==> config.mk <==
export PLATFORM = sky130hd
export DESIGN_NAME = dld_dma
export DESIGN_NICKNAME = d
export VERILOG_FILES = /design/src/dld_dma.v
export VERILOG_INCLUDE_DIRS = /design/src
export SDC_FILE = /design/constraint.sdc
export NUM_CORES = 1
export LEC_CHECK = 0
export ABC_AREA = 1
export BUFFER_PORTS_ARGS = -buffer_cell sky130_fd_sc_hd__clkbuf_2
export CAP_MARGIN = 10
export CORE_ASPECT_RATIO = 0.6
export CORE_MARGIN = 2
export CORE_UTILIZATION = 36
export CTS_CLUSTER_DIAMETER = 50
export DETAILED_ROUTE_END_ITERATION = 8
export PLACE_DENSITY = 0.51
export SYNTH_ARGS = -nofsm -noshare
export SYNTH_HDL_FRONTEND = slang
export SYNTH_SLANG_ARGS = --single-unit
==> constraint.sdc <==
create_clock -name ref_clk_i -period 5.5 [get_ports ref_clk_i]
set_input_delay 1.375 -clock ref_clk_i [delete_from_list [all_inputs] [get_ports ref_clk_i]]
set_output_delay 1.375 -clock ref_clk_i [all_outputs]
set_load 0.01 [all_outputs]
==> src/dld_defines.vh <==
// dma constants: register map, descriptor layout, bits, resets
// included by dld_dma.v only
`ifndef DLD_DEFINES_VH
`define DLD_DEFINES_VH

// register byte offsets
`define DLD_OFF_CTRL 6'h00
`define DLD_OFF_TX_LP 6'h04
`define DLD_OFF_RX_LP 6'h08
`define DLD_OFF_TX_POLL 6'h0c
`define DLD_OFF_RX_POLL 6'h10
`define DLD_OFF_RX_STAT 6'h14

// control register bits
`define DLD_CTL_TX_HALT 0
`define DLD_CTL_TX_RESUME 1
`define DLD_CTL_RX_HALT 2
`define DLD_CTL_RX_RESUME 3
`define DLD_CTL_IBE 4
`define DLD_CTL_TX_HALTED 8
`define DLD_CTL_RX_HALTED 9
`define DLD_CTL_TX_IDLE 10
`define DLD_CTL_RX_IDLE 11

// descriptor word offsets
`define DLD_D_NEXT 32'h0
`define DLD_D_STAT 32'h4
`define DLD_D_FADDR 32'h8
`define DLD_D_FLEN 32'hc
`define DLD_D_IMPLIED 32'h10

// descriptor bit positions
`define DLD_RX_OVF_BIT 13
`define DLD_RX_ERR_BIT 14
`define DLD_RX_DONE_BIT 15
`define DLD_TX_NOTIFY_BIT 15
`define DLD_TX_DONE_BIT 16
`define DLD_FRAG_LAST_BIT 31

// sizes and reset values
`define DLD_IMPLIED_CAP 13'h01f0
`define DLD_PTR_RST 32'h0
`define DLD_POLL_RST 8'h00

`endif

==> src/dld_dma.v <==
// descriptor list dma: rx and tx engines, shared memory master, axi4-lite regs
// assumes a memory ack ending each held request, and fifo handshakes as ported
// Overview of operation
// - tx halt leaves pointer at completed descriptor
// - rx starts only when pointer nonzero, unhalted
// - clear rx status before descriptor fetch
// - done bit already set halts rx itself
// - self halt with polling rereads done bit
// - wait until oldest fifo frame is eligible
// - write frame to fragment or implied buffer
// - frame larger than buffers flags overflow
// - frame length field tracks bytes moved
// - frame end loads errors, sets done bit
// - drop frame from fifo, await completion
// - requested rx halt stops after drop
// - fetch next; zero polls or loads pointer
// - write status word back after next fetch
// - poll next until nonzero, then load
// - zero pointer unpolled idles until written
// - descriptors 16 to 512 bytes via pointers
// - tx fragments at any byte alignment
// - zero next ends list, 8-byte alignment; rx loads a next pointer found by polling with its low 3 bits kept
// - tx sets done bit, notify raises event
//
// The placing of the registers and register access over AXI4-Lite are this design's own decisions.
`timescale 1ns/1ps
`default_nettype none
`include "dld_defines.vh"

module dld_dma (
    // clock and reset
    input wire ref_clk_i,
    input wire rst_b_i,
    // axi4-lite slave
    input wire [7:0] s_axi_awaddr_i,
    input wire s_axi_awvalid_i,
    output wire s_axi_awready_o,
    input wire [31:0] s_axi_wdata_i,
    input wire [3:0] s_axi_wstrb_i,
    input wire s_axi_wvalid_i,
    output wire s_axi_wready_o,
    output reg [1:0] s_axi_bresp_o,
    output reg s_axi_bvalid_o,
    input wire s_axi_bready_i,
    input wire [7:0] s_axi_araddr_i,
    input wire s_axi_arvalid_i,
    output wire s_axi_arready_o,
    output reg [31:0] s_axi_rdata_o,
    output reg [1:0] s_axi_rresp_o,
    output reg s_axi_rvalid_o,
    input wire s_axi_rready_i,
    // host memory master
    output wire mem_req_o,
    output wire mem_we_o,
    output wire [31:0] mem_addr_o,
    output wire [31:0] mem_wdata_o,
    output wire [3:0] mem_be_o,
    input wire mem_ack_i,
    input wire [31:0] mem_rdata_i,
    // receive fifo
    input wire rxf_eligible_i,
    input wire rxf_valid_i,
    input wire [31:0] rxf_data_i,
    input wire [2:0] rxf_bytes_i,
    input wire rxf_last_i,
    input wire rxf_err_i,
    output wire rxf_ready_o,
    output reg rxf_drop_o,
    input wire rxf_drop_done_i,
    // transmit fifo
    output wire txf_valid_o,
    output reg [31:0] txf_data_o,
    output wire [1:0] txf_lane_o,
    output wire [2:0] txf_bytes_o,
    output wire txf_last_o,
    input wire txf_ready_i,
    output reg tx_complete_o
);

////////////////////////////////////////
localparam R_IDLE = 16'h0001, R_CLR = 16'h0002, R_FST = 16'h0004, R_FA = 16'h0008;
localparam R_FL = 16'h0010, R_SHALT = 16'h0020, R_WAITF = 16'h0040, R_RDAT = 16'h0080;
localparam R_RWR = 16'h0100, R_DONE = 16'h0200, R_DISC = 16'h0400, R_HALT = 16'h0800;
localparam R_NXT = 16'h1000, R_WB = 16'h2000, R_PWAIT = 16'h4000, R_PNXT = 16'h8000;
localparam T_IDLE = 10'h001, T_CTL = 10'h002, T_FA = 10'h004, T_FL = 10'h008, T_MOV = 10'h010;
localparam T_PUSH = 10'h020, T_DONE = 10'h040, T_HALT = 10'h080, T_NXT = 10'h100, T_PW = 10'h200;

function [31:0] merge;
    input [31:0] old;
    input [31:0] nw;
    input [3:0] strb;
    integer i;
    begin
        for (i = 0; i < 4; i = i + 1) begin
            merge[i*8 +: 8] = strb[i] ? nw[i*8 +: 8] : old[i*8 +: 8];
        end
    end
endfunction

// bytes from a lane to word end, capped by remainder
function [2:0] chunk;
    input [1:0] lane;
    input [12:0] rem;
    reg [2:0] room;
    begin
        room = 3'h4 - {1'b0, lane};
        chunk = (rem < {10'h000, room}) ? rem[2:0] : room;
    end
endfunction

function [3:0] be_of;
    input [2:0] n;
    begin
        be_of = (4'h1 << n) - 4'h1;
    end
endfunction

reg [15:0] rst_q;
reg [9:0] tst;
reg tx_halt_req, rx_halt_req, ibe;
reg [31:0] tx_lp, rx_lp;
reg [7:0] tx_poll, rx_poll;
reg [31:0] rx_status;
wire s_wr_ctl;

////////////////////////////////////////
// shared memory port; grant held by its owner until ack
reg lock_v, lock_rx;
wire rx_rq = |(rst_q & (R_FST | R_FA | R_FL | R_RWR | R_NXT | R_WB | R_PNXT));
wire tx_rq = |(tst & (T_CTL | T_FA | T_FL | T_MOV | T_DONE | T_NXT));
wire sel_rx = lock_v ? lock_rx : rx_rq;
wire rx_ack = mem_ack_i & sel_rx;
wire tx_ack = mem_ack_i & ~sel_rx;

always @(posedge ref_clk_i or negedge rst_b_i) begin
    if (!rst_b_i) begin
        lock_v <= 1'b0;
        lock_rx <= 1'b0;
    end else if (mem_ack_i) begin
        lock_v <= 1'b0;
    end else if (mem_req_o && !lock_v) begin
        lock_v <= 1'b1;
        lock_rx <= sel_rx;
    end
end

////////////////////////////////////////
// receive engine
reg [31:0] rx_cur, rx_fa, rx_nxt, rx_word;
reg [12:0] rx_fl, rx_cnt;
reg [2:0] rx_nb;
reg rx_lastw;
reg [7:0] rx_pcnt;
wire [12:0] rx_cap = ibe ? `DLD_IMPLIED_CAP : rx_fl;
wire [31:0] rx_base = ibe ? rx_cur + `DLD_D_IMPLIED : rx_fa;
wire rx_fits = ({1'b0, rx_cnt} + {11'h000, rxf_bytes_i}) <= {1'b0, rx_cap};
assign rxf_ready_o = (rst_q == R_RDAT) & rxf_valid_i;
wire rx_resume = s_wr_ctl & s_axi_wdata_i[`DLD_CTL_RX_RESUME];
wire rx_wb_ld = (rst_q == R_WB) & rx_ack & ~((rx_nxt == 32'h0) & (rx_poll != 8'h00));
wire rx_pl_ld = (rst_q == R_PNXT) & rx_ack & (mem_rdata_i != 32'h0);
wire rx_ld = rx_wb_ld | rx_pl_ld;
wire [31:0] rx_ld_val = rx_wb_ld ? rx_nxt : mem_rdata_i;

always @(posedge ref_clk_i or negedge rst_b_i) begin
    if (!rst_b_i) begin
        rst_q <= R_IDLE;
        rx_cur <= 32'h0;
        rx_fa <= 32'h0;
        rx_fl <= 13'h0;
        rx_nxt <= 32'h0;
        rx_word <= 32'h0;
        rx_cnt <= 13'h0;
        rx_nb <= 3'h0;
        rx_lastw <= 1'b0;
        rx_pcnt <= 8'h0;
        rx_status <= 32'h0;
        rxf_drop_o <= 1'b0;
    end else begin
        rxf_drop_o <= 1'b0;
        case (rst_q)
            R_IDLE: if (rx_lp != 32'h0 && !rx_halt_req) begin
                rx_cur <= rx_lp; // private copy shields pointer writes
                rst_q <= R_CLR;
            end
            R_CLR: begin
                rx_status <= 32'h0;
                rx_cnt <= 13'h0;
                rst_q <= R_FST;
            end
            R_FST: if (rx_ack) begin
                if (mem_rdata_i[`DLD_RX_DONE_BIT]) begin
                    rx_pcnt <= rx_poll;
                    rst_q <= R_SHALT;
                end else begin
                    rst_q <= R_FA;
                end
            end
            R_FA: if (rx_ack) begin
                rx_fa <= mem_rdata_i;
                rst_q <= R_FL;
            end
            R_FL: if (rx_ack) begin
                rx_fl <= mem_rdata_i[12:0];
                rst_q <= R_WAITF;
            end
            R_SHALT: begin
                // zero poll interval: stays until software resumes
                if (rx_resume) begin
                    rst_q <= R_FST;
                end else if (rx_poll != 8'h00) begin
                    if (rx_pcnt <= 8'h01) begin
                        rst_q <= R_FST;
                    end else begin
                        rx_pcnt <= rx_pcnt - 8'h01;
                    end
                end
            end
            R_WAITF: if (rxf_eligible_i) begin
                rst_q <= R_RDAT;
            end
            R_RDAT: if (rxf_valid_i) begin
                rx_word <= rxf_data_i;
                rx_nb <= rxf_bytes_i;
                rx_lastw <= rxf_last_i;
                if (rxf_last_i && rxf_err_i) begin
                    rx_status[`DLD_RX_ERR_BIT] <= 1'b1;
                end
                if (rx_fits && !rx_status[`DLD_RX_OVF_BIT]) begin
                    rst_q <= R_RWR;
                end else begin
                    rx_status[`DLD_RX_OVF_BIT] <= 1'b1; // excess is dropped
                    if (rxf_last_i) begin
                        rst_q <= R_DONE;
                    end
                end
            end
            R_RWR: if (rx_ack) begin
                rx_cnt <= rx_cnt + {10'h000, rx_nb};
                rx_status[12:0] <= rx_cnt + {10'h000, rx_nb};
                rst_q <= rx_lastw ? R_DONE : R_RDAT;
            end
            R_DONE: begin
                rx_status[`DLD_RX_DONE_BIT] <= 1'b1;
                rxf_drop_o <= 1'b1;
                rst_q <= R_DISC;
            end
            R_DISC: if (rxf_drop_done_i) begin
                rst_q <= rx_halt_req ? R_HALT : R_NXT;
            end
            R_HALT: if (rx_resume) begin
                rst_q <= R_NXT;
            end
            R_NXT: if (rx_ack) begin
                rx_nxt <= {mem_rdata_i[31:3], 3'h0};
                rst_q <= R_WB;
            end
            R_WB: if (rx_ack) begin
                rx_pcnt <= rx_poll;
                rst_q <= rx_wb_ld ? R_IDLE : R_PWAIT;
            end
            R_PWAIT: begin
                if (rx_pcnt <= 8'h01) begin
                    rst_q <= R_PNXT;
                end else begin
                    rx_pcnt <= rx_pcnt - 8'h01;
                end
            end
            R_PNXT: if (rx_ack) begin
                rx_pcnt <= rx_poll;
                rst_q <= rx_pl_ld ? R_IDLE : R_PWAIT;
            end
            default: rst_q <= R_IDLE;
        endcase
    end
end

////////////////////////////////////////
// transmit engine
reg [31:0] tx_cur, tx_ctl, tx_fa;
reg [12:0] tx_rem;
reg tx_flast;
reg [5:0] tx_idx;
reg [7:0] tx_pcnt;
wire [31:0] tx_fo = {23'h0, tx_idx, 3'h0};
wire [2:0] tx_nb = chunk(tx_fa[1:0], tx_rem);
wire tx_resume = s_wr_ctl & s_axi_wdata_i[`DLD_CTL_TX_RESUME];
wire tx_nz = mem_rdata_i[31:3] != 29'h0;
wire tx_ld = (tst == T_NXT) & tx_ack & (tx_nz | (tx_poll == 8'h00));
assign txf_valid_o = tst == T_PUSH;
assign txf_lane_o = tx_fa[1:0];
assign txf_bytes_o = tx_nb;
assign txf_last_o = tx_flast & (tx_rem == {10'h000, tx_nb});

always @(posedge ref_clk_i or negedge rst_b_i) begin
    if (!rst_b_i) begin
        tst <= T_IDLE;
        tx_cur <= 32'h0;
        tx_ctl <= 32'h0;
        tx_fa <= 32'h0;
        tx_rem <= 13'h0;
        tx_flast <= 1'b0;
        tx_idx <= 6'h0;
        tx_pcnt <= 8'h0;
        txf_data_o <= 32'h0;
        tx_complete_o <= 1'b0;
    end else begin
        tx_complete_o <= 1'b0;
        case (tst)
            T_IDLE: if (tx_lp != 32'h0 && !tx_halt_req) begin
                tx_cur <= tx_lp;
                tx_idx <= 6'h0;
                tst <= T_CTL;
            end
            T_CTL: if (tx_ack) begin
                tx_ctl <= mem_rdata_i;
                tst <= T_FA;
            end
            T_FA: if (tx_ack) begin
                tx_fa <= mem_rdata_i; // any byte alignment
                tst <= T_FL;
            end
            T_FL: if (tx_ack) begin
                tx_rem <= mem_rdata_i[12:0];
                tx_flast <= mem_rdata_i[`DLD_FRAG_LAST_BIT];
                tx_idx <= tx_idx + 6'h01;
                if (mem_rdata_i[12:0] != 13'h0) begin
                    tst <= T_MOV;
                end else begin
                    tst <= mem_rdata_i[`DLD_FRAG_LAST_BIT] ? T_DONE : T_FA;
                end
            end
            T_MOV: if (tx_ack) begin
                txf_data_o <= mem_rdata_i;
                tst <= T_PUSH;
            end
            T_PUSH: if (txf_ready_i) begin
                tx_fa <= tx_fa + {29'h0, tx_nb};
                tx_rem <= tx_rem - {10'h000, tx_nb};
                if (tx_rem == {10'h000, tx_nb}) begin
                    tst <= tx_flast ? T_DONE : T_FA;
                end else begin
                    tst <= T_MOV;
                end
            end
            T_DONE: if (tx_ack) begin
                tx_complete_o <= tx_ctl[`DLD_TX_NOTIFY_BIT];
                tst <= tx_halt_req ? T_HALT : T_NXT; // pointer not yet advanced
            end
            T_HALT: if (tx_resume) begin
                tst <= T_NXT;
            end
            T_NXT: if (tx_ack) begin
                tx_pcnt <= tx_poll;
                tst <= tx_ld ? T_IDLE : T_PW;
            end
            T_PW: begin
                if (tx_pcnt <= 8'h01) begin
                    tst <= T_NXT;
                end else begin
                    tx_pcnt <= tx_pcnt - 8'h01;
                end
            end
            default: tst <= T_IDLE;
        endcase
    end
end

////////////////////////////////////////
// memory request mux
reg [31:0] m_addr, m_wdata;
reg [3:0] m_be;
reg m_we;
always @* begin
    m_we = 1'b0;
    m_wdata = 32'h0;
    m_be = 4'hf;
    m_addr = 32'h0;
    if (sel_rx) begin
        case (rst_q)
            R_FST: m_addr = rx_cur + `DLD_D_STAT;
            R_FA: m_addr = rx_cur + `DLD_D_FADDR;
            R_FL: m_addr = rx_cur + `DLD_D_FLEN;
            R_RWR: begin
                m_we = 1'b1;
                m_addr = rx_base + {19'h0, rx_cnt};
                m_wdata = rx_word;
                m_be = be_of(rx_nb);
            end
            R_WB: begin
                m_we = 1'b1;
                m_addr = rx_cur + `DLD_D_STAT;
                m_wdata = rx_status;
            end
            default: m_addr = rx_cur + `DLD_D_NEXT;
        endcase
    end else begin
        case (tst)
            T_CTL: m_addr = tx_cur + `DLD_D_STAT;
            T_FA: m_addr = tx_cur + `DLD_D_FADDR + tx_fo;
            T_FL: m_addr = tx_cur + `DLD_D_FLEN + tx_fo;
            T_MOV: m_addr = {tx_fa[31:2], 2'h0};
            T_DONE: begin
                m_we = 1'b1;
                m_addr = tx_cur + `DLD_D_STAT;
                m_wdata = tx_ctl | (32'h1 << `DLD_TX_DONE_BIT);
            end
            default: m_addr = tx_cur + `DLD_D_NEXT;
        endcase
    end
end
assign mem_req_o = rx_rq | tx_rq;
assign mem_we_o = m_we;
assign mem_addr_o = m_addr;
assign mem_wdata_o = m_wdata;
assign mem_be_o = m_be;

////////////////////////////////////////
// axi4-lite slave; write address and data taken together
wire wr_go = s_axi_awvalid_i & s_axi_wvalid_i & ~s_axi_bvalid_o;
wire rd_go = s_axi_arvalid_i & ~s_axi_rvalid_o;
assign s_axi_awready_o = wr_go;
assign s_axi_wready_o = wr_go;
assign s_axi_arready_o = rd_go;
wire [5:0] wa = {s_axi_awaddr_i[5:2], 2'h0};
wire [5:0] ra = {s_axi_araddr_i[5:2], 2'h0};
assign s_wr_ctl = wr_go & (wa == `DLD_OFF_CTRL) & s_axi_wstrb_i[0];
wire wa_ok = (wa <= `DLD_OFF_RX_STAT) & (s_axi_awaddr_i[7:6] == 2'h0);
wire ra_ok = (ra <= `DLD_OFF_RX_STAT) & (s_axi_araddr_i[7:6] == 2'h0);
wire [31:0] wr_tx_lp = merge(tx_lp, s_axi_wdata_i, s_axi_wstrb_i);
wire [31:0] wr_rx_lp = merge(rx_lp, s_axi_wdata_i, s_axi_wstrb_i);
wire tx_halted = (tst == T_HALT) | ((tst == T_IDLE) & tx_halt_req);
wire rx_halted = (rst_q == R_HALT) | (rst_q == R_SHALT) | ((rst_q == R_IDLE) & rx_halt_req);
reg [31:0] rd_val;

always @* begin
    case (ra)
        `DLD_OFF_CTRL: rd_val = {20'h0, rst_q == R_IDLE, tst == T_IDLE, rx_halted, tx_halted,
                                 3'h0, ibe, 1'b0, rx_halt_req, 1'b0, tx_halt_req};
        `DLD_OFF_TX_LP: rd_val = tx_lp;
        `DLD_OFF_RX_LP: rd_val = rx_lp;
        `DLD_OFF_TX_POLL: rd_val = {24'h0, tx_poll};
        `DLD_OFF_RX_POLL: rd_val = {24'h0, rx_poll};
        `DLD_OFF_RX_STAT: rd_val = rx_status;
        default: rd_val = 32'h0;
    endcase
end

always @(posedge ref_clk_i or negedge rst_b_i) begin
    if (!rst_b_i) begin
        s_axi_bvalid_o <= 1'b0;
        s_axi_bresp_o <= 2'h0;
        s_axi_rvalid_o <= 1'b0;
        s_axi_rresp_o <= 2'h0;
        s_axi_rdata_o <= 32'h0;
        tx_halt_req <= 1'b0;
        rx_halt_req <= 1'b0;
        ibe <= 1'b0;
        tx_lp <= `DLD_PTR_RST;
        rx_lp <= `DLD_PTR_RST;
        tx_poll <= `DLD_POLL_RST;
        rx_poll <= `DLD_POLL_RST;
    end else begin
        if (wr_go) begin
            s_axi_bvalid_o <= 1'b1;
            s_axi_bresp_o <= wa_ok ? 2'h0 : 2'h2;
        end else if (s_axi_bready_i) begin
            s_axi_bvalid_o <= 1'b0;
        end
        if (rd_go) begin
            s_axi_rvalid_o <= 1'b1;
            s_axi_rresp_o <= ra_ok ? 2'h0 : 2'h2;
            s_axi_rdata_o <= ra_ok ? rd_val : 32'h0;
        end else if (s_axi_rready_i) begin
            s_axi_rvalid_o <= 1'b0;
        end
        // resume beats halt in one write
        if (s_wr_ctl) begin
            ibe <= s_axi_wdata_i[`DLD_CTL_IBE];
            if (s_axi_wdata_i[`DLD_CTL_TX_RESUME]) begin
                tx_halt_req <= 1'b0;
            end else if (s_axi_wdata_i[`DLD_CTL_TX_HALT]) begin
                tx_halt_req <= 1'b1;
            end
            if (s_axi_wdata_i[`DLD_CTL_RX_RESUME]) begin
                rx_halt_req <= 1'b0;
            end else if (s_axi_wdata_i[`DLD_CTL_RX_HALT]) begin
                rx_halt_req <= 1'b1;
            end
        end
        // software pointer write beats engine load
        if (wr_go && wa == `DLD_OFF_TX_LP) begin
            tx_lp <= {wr_tx_lp[31:3], 3'h0};
        end else if (tx_ld) begin
            tx_lp <= {mem_rdata_i[31:3], 3'h0};
        end
        if (wr_go && wa == `DLD_OFF_RX_LP) begin
            rx_lp <= {wr_rx_lp[31:3], 3'h0};
        end else if (rx_ld) begin
            rx_lp <= rx_ld_val;
        end
        if (wr_go && wa == `DLD_OFF_TX_POLL && s_axi_wstrb_i[0]) begin
            tx_poll <= s_axi_wdata_i[7:0];
        end
        if (wr_go && wa == `DLD_OFF_RX_POLL && s_axi_wstrb_i[0]) begin
            rx_poll <= s_axi_wdata_i[7:0];
        end
    end
end

endmodule // dld_dma

`default_nettype wire

==> impl_results.rst <==
.. list-table::
   :header-rows: 1

   * - Metric
     - Value
   * - Final hold viol count
     - 0
   * - Most prevalent standard cell on the critical path
     - sky130_fd_sc_hd__nand2_1
   * - Number of synthesized register bits
     - 464
   * - Register area share after synthesis
     - approximately two fifths
   * - Required time of the worst setup path
     - 4.12 ns
   * - Drt total wl
     - ~140,000 um
   * - Post-route minimum period
     - ~5.3 ns
   * - Classification of the worst setup path
     - flop to primary output
   * - R2R Setup Slk
     - between 0.9 and 1 ns
   * - H-tree depth reported by CTS
     - 2
   * - Post-route fraction of the period consumed by the critical path
     - between 90% and 100%
   * - Ys async rst share
     - between 90% and 100%
   * - Die area
     - approximately 85,000 sq um
   * - Overall die width
     - around 370 um
   * - Count of clock tree sinks
     - between 400 and 500
   * - Most used flip-flop cell after synthesis
     - sky130_fd_sc_hd__dfrtp_1
   * - Worst-path clk slew
     - around 0.060 ns
   * - Initial antenna violation count
     - 4
   * - Startpoint type of the worst setup path
     - flop
   * - Mapped Area
     - ~30,000 sq um
   * - Cell at the root of the clock tree
     - sky130_fd_sc_hd__clkbuf_16
   * - Pin count of the biggest net entering global routing
     - roughly 110
   * - Via density
     - around 5.6
   * - Post-synthesis to final-layout area growth
     - 16.69%
   * - Result of the run
     - complete, no violations
   * - Share of layout cells above drive strength 1
     - approximately 16%
   * - Family with the most delay on the worst path
     - simple AND/OR/NAND/NOR gates
   * - Hold Slack
     - 0.4814 ns
   * - GR Util All Layers
     - 32.65%
   * - Slew HR
     - between 20 and 25%
   * - Crit path max-delay cell type
     - sky130_fd_sc_hd__dfrtp_2
   * - Count of pins on the block boundary
     - ~290
   * - Effective utilization at floorplan
     - between 30% and 40%
   * - DP Worst Slack
     - 0.4939 ns
   * - Setup repair after global routing missed its margin
     - true
   * - Post-placement cell area
     - about 32,000 sq um
   * - Power density relative to cell area
     - between 300 and 400 nW/um^2
   * - TritonCTS buffer count
     - 56
   * - Critical path, cell by cell
     - ha_4, nand2_4, nor2_4, inv_1, nand2_1, o21ai_0, o21ai_1, ha_1, a21oi_2, o21ai_2, nand2_1, nand2_1, nor2_2, buf_6, nor2_1, nand2_1, nand2_1, nand3_1, nand4_1, nand3_2, nand2_1, clkbuf_2
   * - Slowest cell delay on critical path
     - 0.53 ns
   * - Utilization after layout
     - ~42%
   * - Cell area after layout
     - approximately 35,000 sq um
   * - Post-synth top area cell
     - sky130_fd_sc_hd__dfrtp_1
   * - Leading cell type in the layout, fill and taps excluded
     - sky130_fd_sc_hd__nand2_1
   * - Library cells used by synthesis
     - between 70 and 80
   * - Setup TNS
     - 0 ns
   * - Maximum Capacitance Violations
     - 0
   * - CTS tree
     - done
   * - Drt first-iter violations
     - 4,081
   * - HPWL after detailed placement
     - between 100,000 and 150,000 um
   * - Global route overflow
     - 0
   * - Core Rows
     - 81
   * - Detailed-router iteration count before antenna repair
     - 8
   * - Peak clock frequency supported by timing
     - around 0.19 GHz
   * - Final RePlAce weighted congestion
     - roughly 1
   * - Class of the most critical hold timing path
     - flop to flop
   * - Largest fanout of any net on the critical path
     - 7
   * - Vias in the first global route
     - around 28,000
   * - Vias after detailed routing
     - 30,780
   * - Area share of the leading cell type in the synthesized netlist
     - 39.04%
   * - Worst-Margin Slew
     - 1.192 ns
   * - Number of enable-type register cells in the synthesized netlist
     - 0
   * - DRT antenna net count
     - 0
   * - Syn Inst Count
     - between 4,000 and 5,000
   * - Maximum buffer depth of the clock tree
     - 3
   * - Ranking of synthesized cells by area
     - sky130_fd_sc_hd__dfrtp_1, sky130_fd_sc_hd__nand2_1, sky130_fd_sc_hd__o21ai_0
   * - Core ar.
     - between 80,000 and 90,000 sq um
   * - Residual DRC count
     - 0
   * - Number of hold-repair buffers added at the cts stage
     - 0
   * - Synth warnings
     - 0
   * - Top library cells by usage in the layout, fill and taps aside
     - sky130_fd_sc_hd__nand2_1, sky130_fd_sc_hd__o21ai_0, sky130_fd_sc_hd__dfrtp_1, sky130_fd_sc_hd__inv_1, sky130_fd_sc_hd__clkbuf_2
   * - CP Capture Type
     - primary output
   * - Setup violations, final
     - 0
   * - Post-route clock skew
     - around 0.042 ns
   * - Worst IR drop on VDD
     - 289.2 uV
   * - DIE HEIGHT
     - between 200 and 250 um
   * - First-pass GRT wire length
     - between 200,000 and 250,000 um
   * - Clock latency of the later-clocked register in the worst-skew pair
     - roughly 0.67 ns
   * - Crit path DAT
     - between 3 and 4 ns
   * - Post-layout net count
     - 4,548
   * - Layout filler cell count
     - just under 9,000
   * - Final count of pins violating max slew
     - 0
   * - Post-route worst setup slack
     - between 0.15 and 0.2 ns
   * - Worst Path Buf+Inv
     - 3
   * - Leak pwr
     - roughly 17 nW
   * - I/O Buffers
     - between 200 and 300
   * - Wire length per cell after detailed routing
     - around 26 um
   * - Post-Synthesis Mean Instance Area
     - between 7 and 8 sq um
## metrics by stage
step           total power (W)  cells
4_1_cts                0.01203   5453
5_1_grt                0.01274   5474
6_report               0.01219   5476
3_3_place_gp          0.008111   5347
3_5_place_dp          0.008115   5347
2_1_floorplan         0.006440   4083
## flip-flops by register name (all words and copies together), names as in the netlist, 29 cells and up
name / count
tx_ctl: 31
rx_cur: 32
txf_data_o: 32
rx_nxt: 29
rx_lp: 32
s_axi_rdata_o: 32
rx_word: 32
tx_lp: 29
tx_fa: 32
tx_cur: 29
rx_fa: 32
## kinds of logic after synthesis
| logic type | after synthesis | synth area share, % |
|---|---|---|
| AOI/OAI and AO/OA | 944 | 18.31 |
| xor gates and xnor gates | 84 | 2.484 |
| adders and majority gates | 68 | 3.050 |
| buffers and inverters | 613 | 8.251 |
| DFF | 464 | 39.21 |
| muxes | 3 | 0.1098 |
| other | 1 | 0.01266 |
| and+or+nand+nor | 1905 | 28.57 |
## routing by layer
metal	wire length, um	track usage, %	vias up
li1	-	-	14160
met4	2718	6.530	0
met2	53380	43.22	1689
met3	18190	9.596	161
met5	0	0	-
met1	65910	51.12	14770
## final timing paths
path                                  start        endpoint  depth (start not counted)
min in group asynchronous           rst_b_i      rx_pcnt[0]                          1
worst max-delay path              rx_cur[5]  mem_addr_o[19]                         22
max in group asynchronous           rst_b_i       tx_idx[1]                          2
worst max register to register     tx_fa[1]       tx_fa[28]                         19
worst min register to register  rx_word[10]     rx_word[10]                          2
worst min-delay path            rx_word[10]     rx_word[10]                          2
## layout make-up
class                   instances  area [sq um]  share of cell area [%]
well taps                    1079          1350                   3.906
inverters                     451          1702                   4.924
clock buffers                  74          1570                   4.543
flip-flops and latches        464         11620                   33.64
clock inverters                31         327.8                  0.9485
diodes                          3         7.507                 0.02172
repair buffers                368          2140                   6.191
multi-input cells            3006         15840                   45.83
## where the power goes
group | leakage (nW) | switching [W] | internal (W)
Clock | 0.924 | 0.00175 | 0.00215
Sequential | 6.09 | 0.000772 | 0.00391
Combinational | 9.52 | 0.00252 | 0.00109
Total | 16.5 | 0.00504 | 0.00715
## synthesized netlist by cell type, drive strengths merged, types with 3 or more instances
cell and n:
nand2 1176, o21ai 600, dfrtp 462, inv 444, nor2 305, nand3 203, a21oi 103, clkbuf 90
nor3 87, buf 72, o211ai 71, xor2 67, nand4 63, ha 61, nor4 39, o22ai 38
a22o 34, a31oi 26, or2 23, xnor2 17, a211oi 11, o2111ai 8, a22oi 7, clkinv 7
fa 7, o221ai 7, o31ai 7, a2111oi 5, a32oi 5, nand3b 4, o21bai 4, a21boi 3
a221oi 3, o32ai 3
## worst register-to-register path: cells and delay by family (launching register included)
family	cells	cell delay, ns
AOI/OAI and AO/OA	7	1.37
and+or+nand+nor	6	1.37
adders and majority gates	4	1.04
DFF	1	0.46
buffers and inverters	2	0.14
## repair_timing
| action | in CTS | in global routing |
|---|---|---|
| buffers inserted | 1 | 20 |
| setup endpoints to repair | 21 | 25 |
| pin swaps | 0 | 24 |
| resized for setup | 10 | 69 |
No activity file was read; power rests on OpenSTA's default activity.
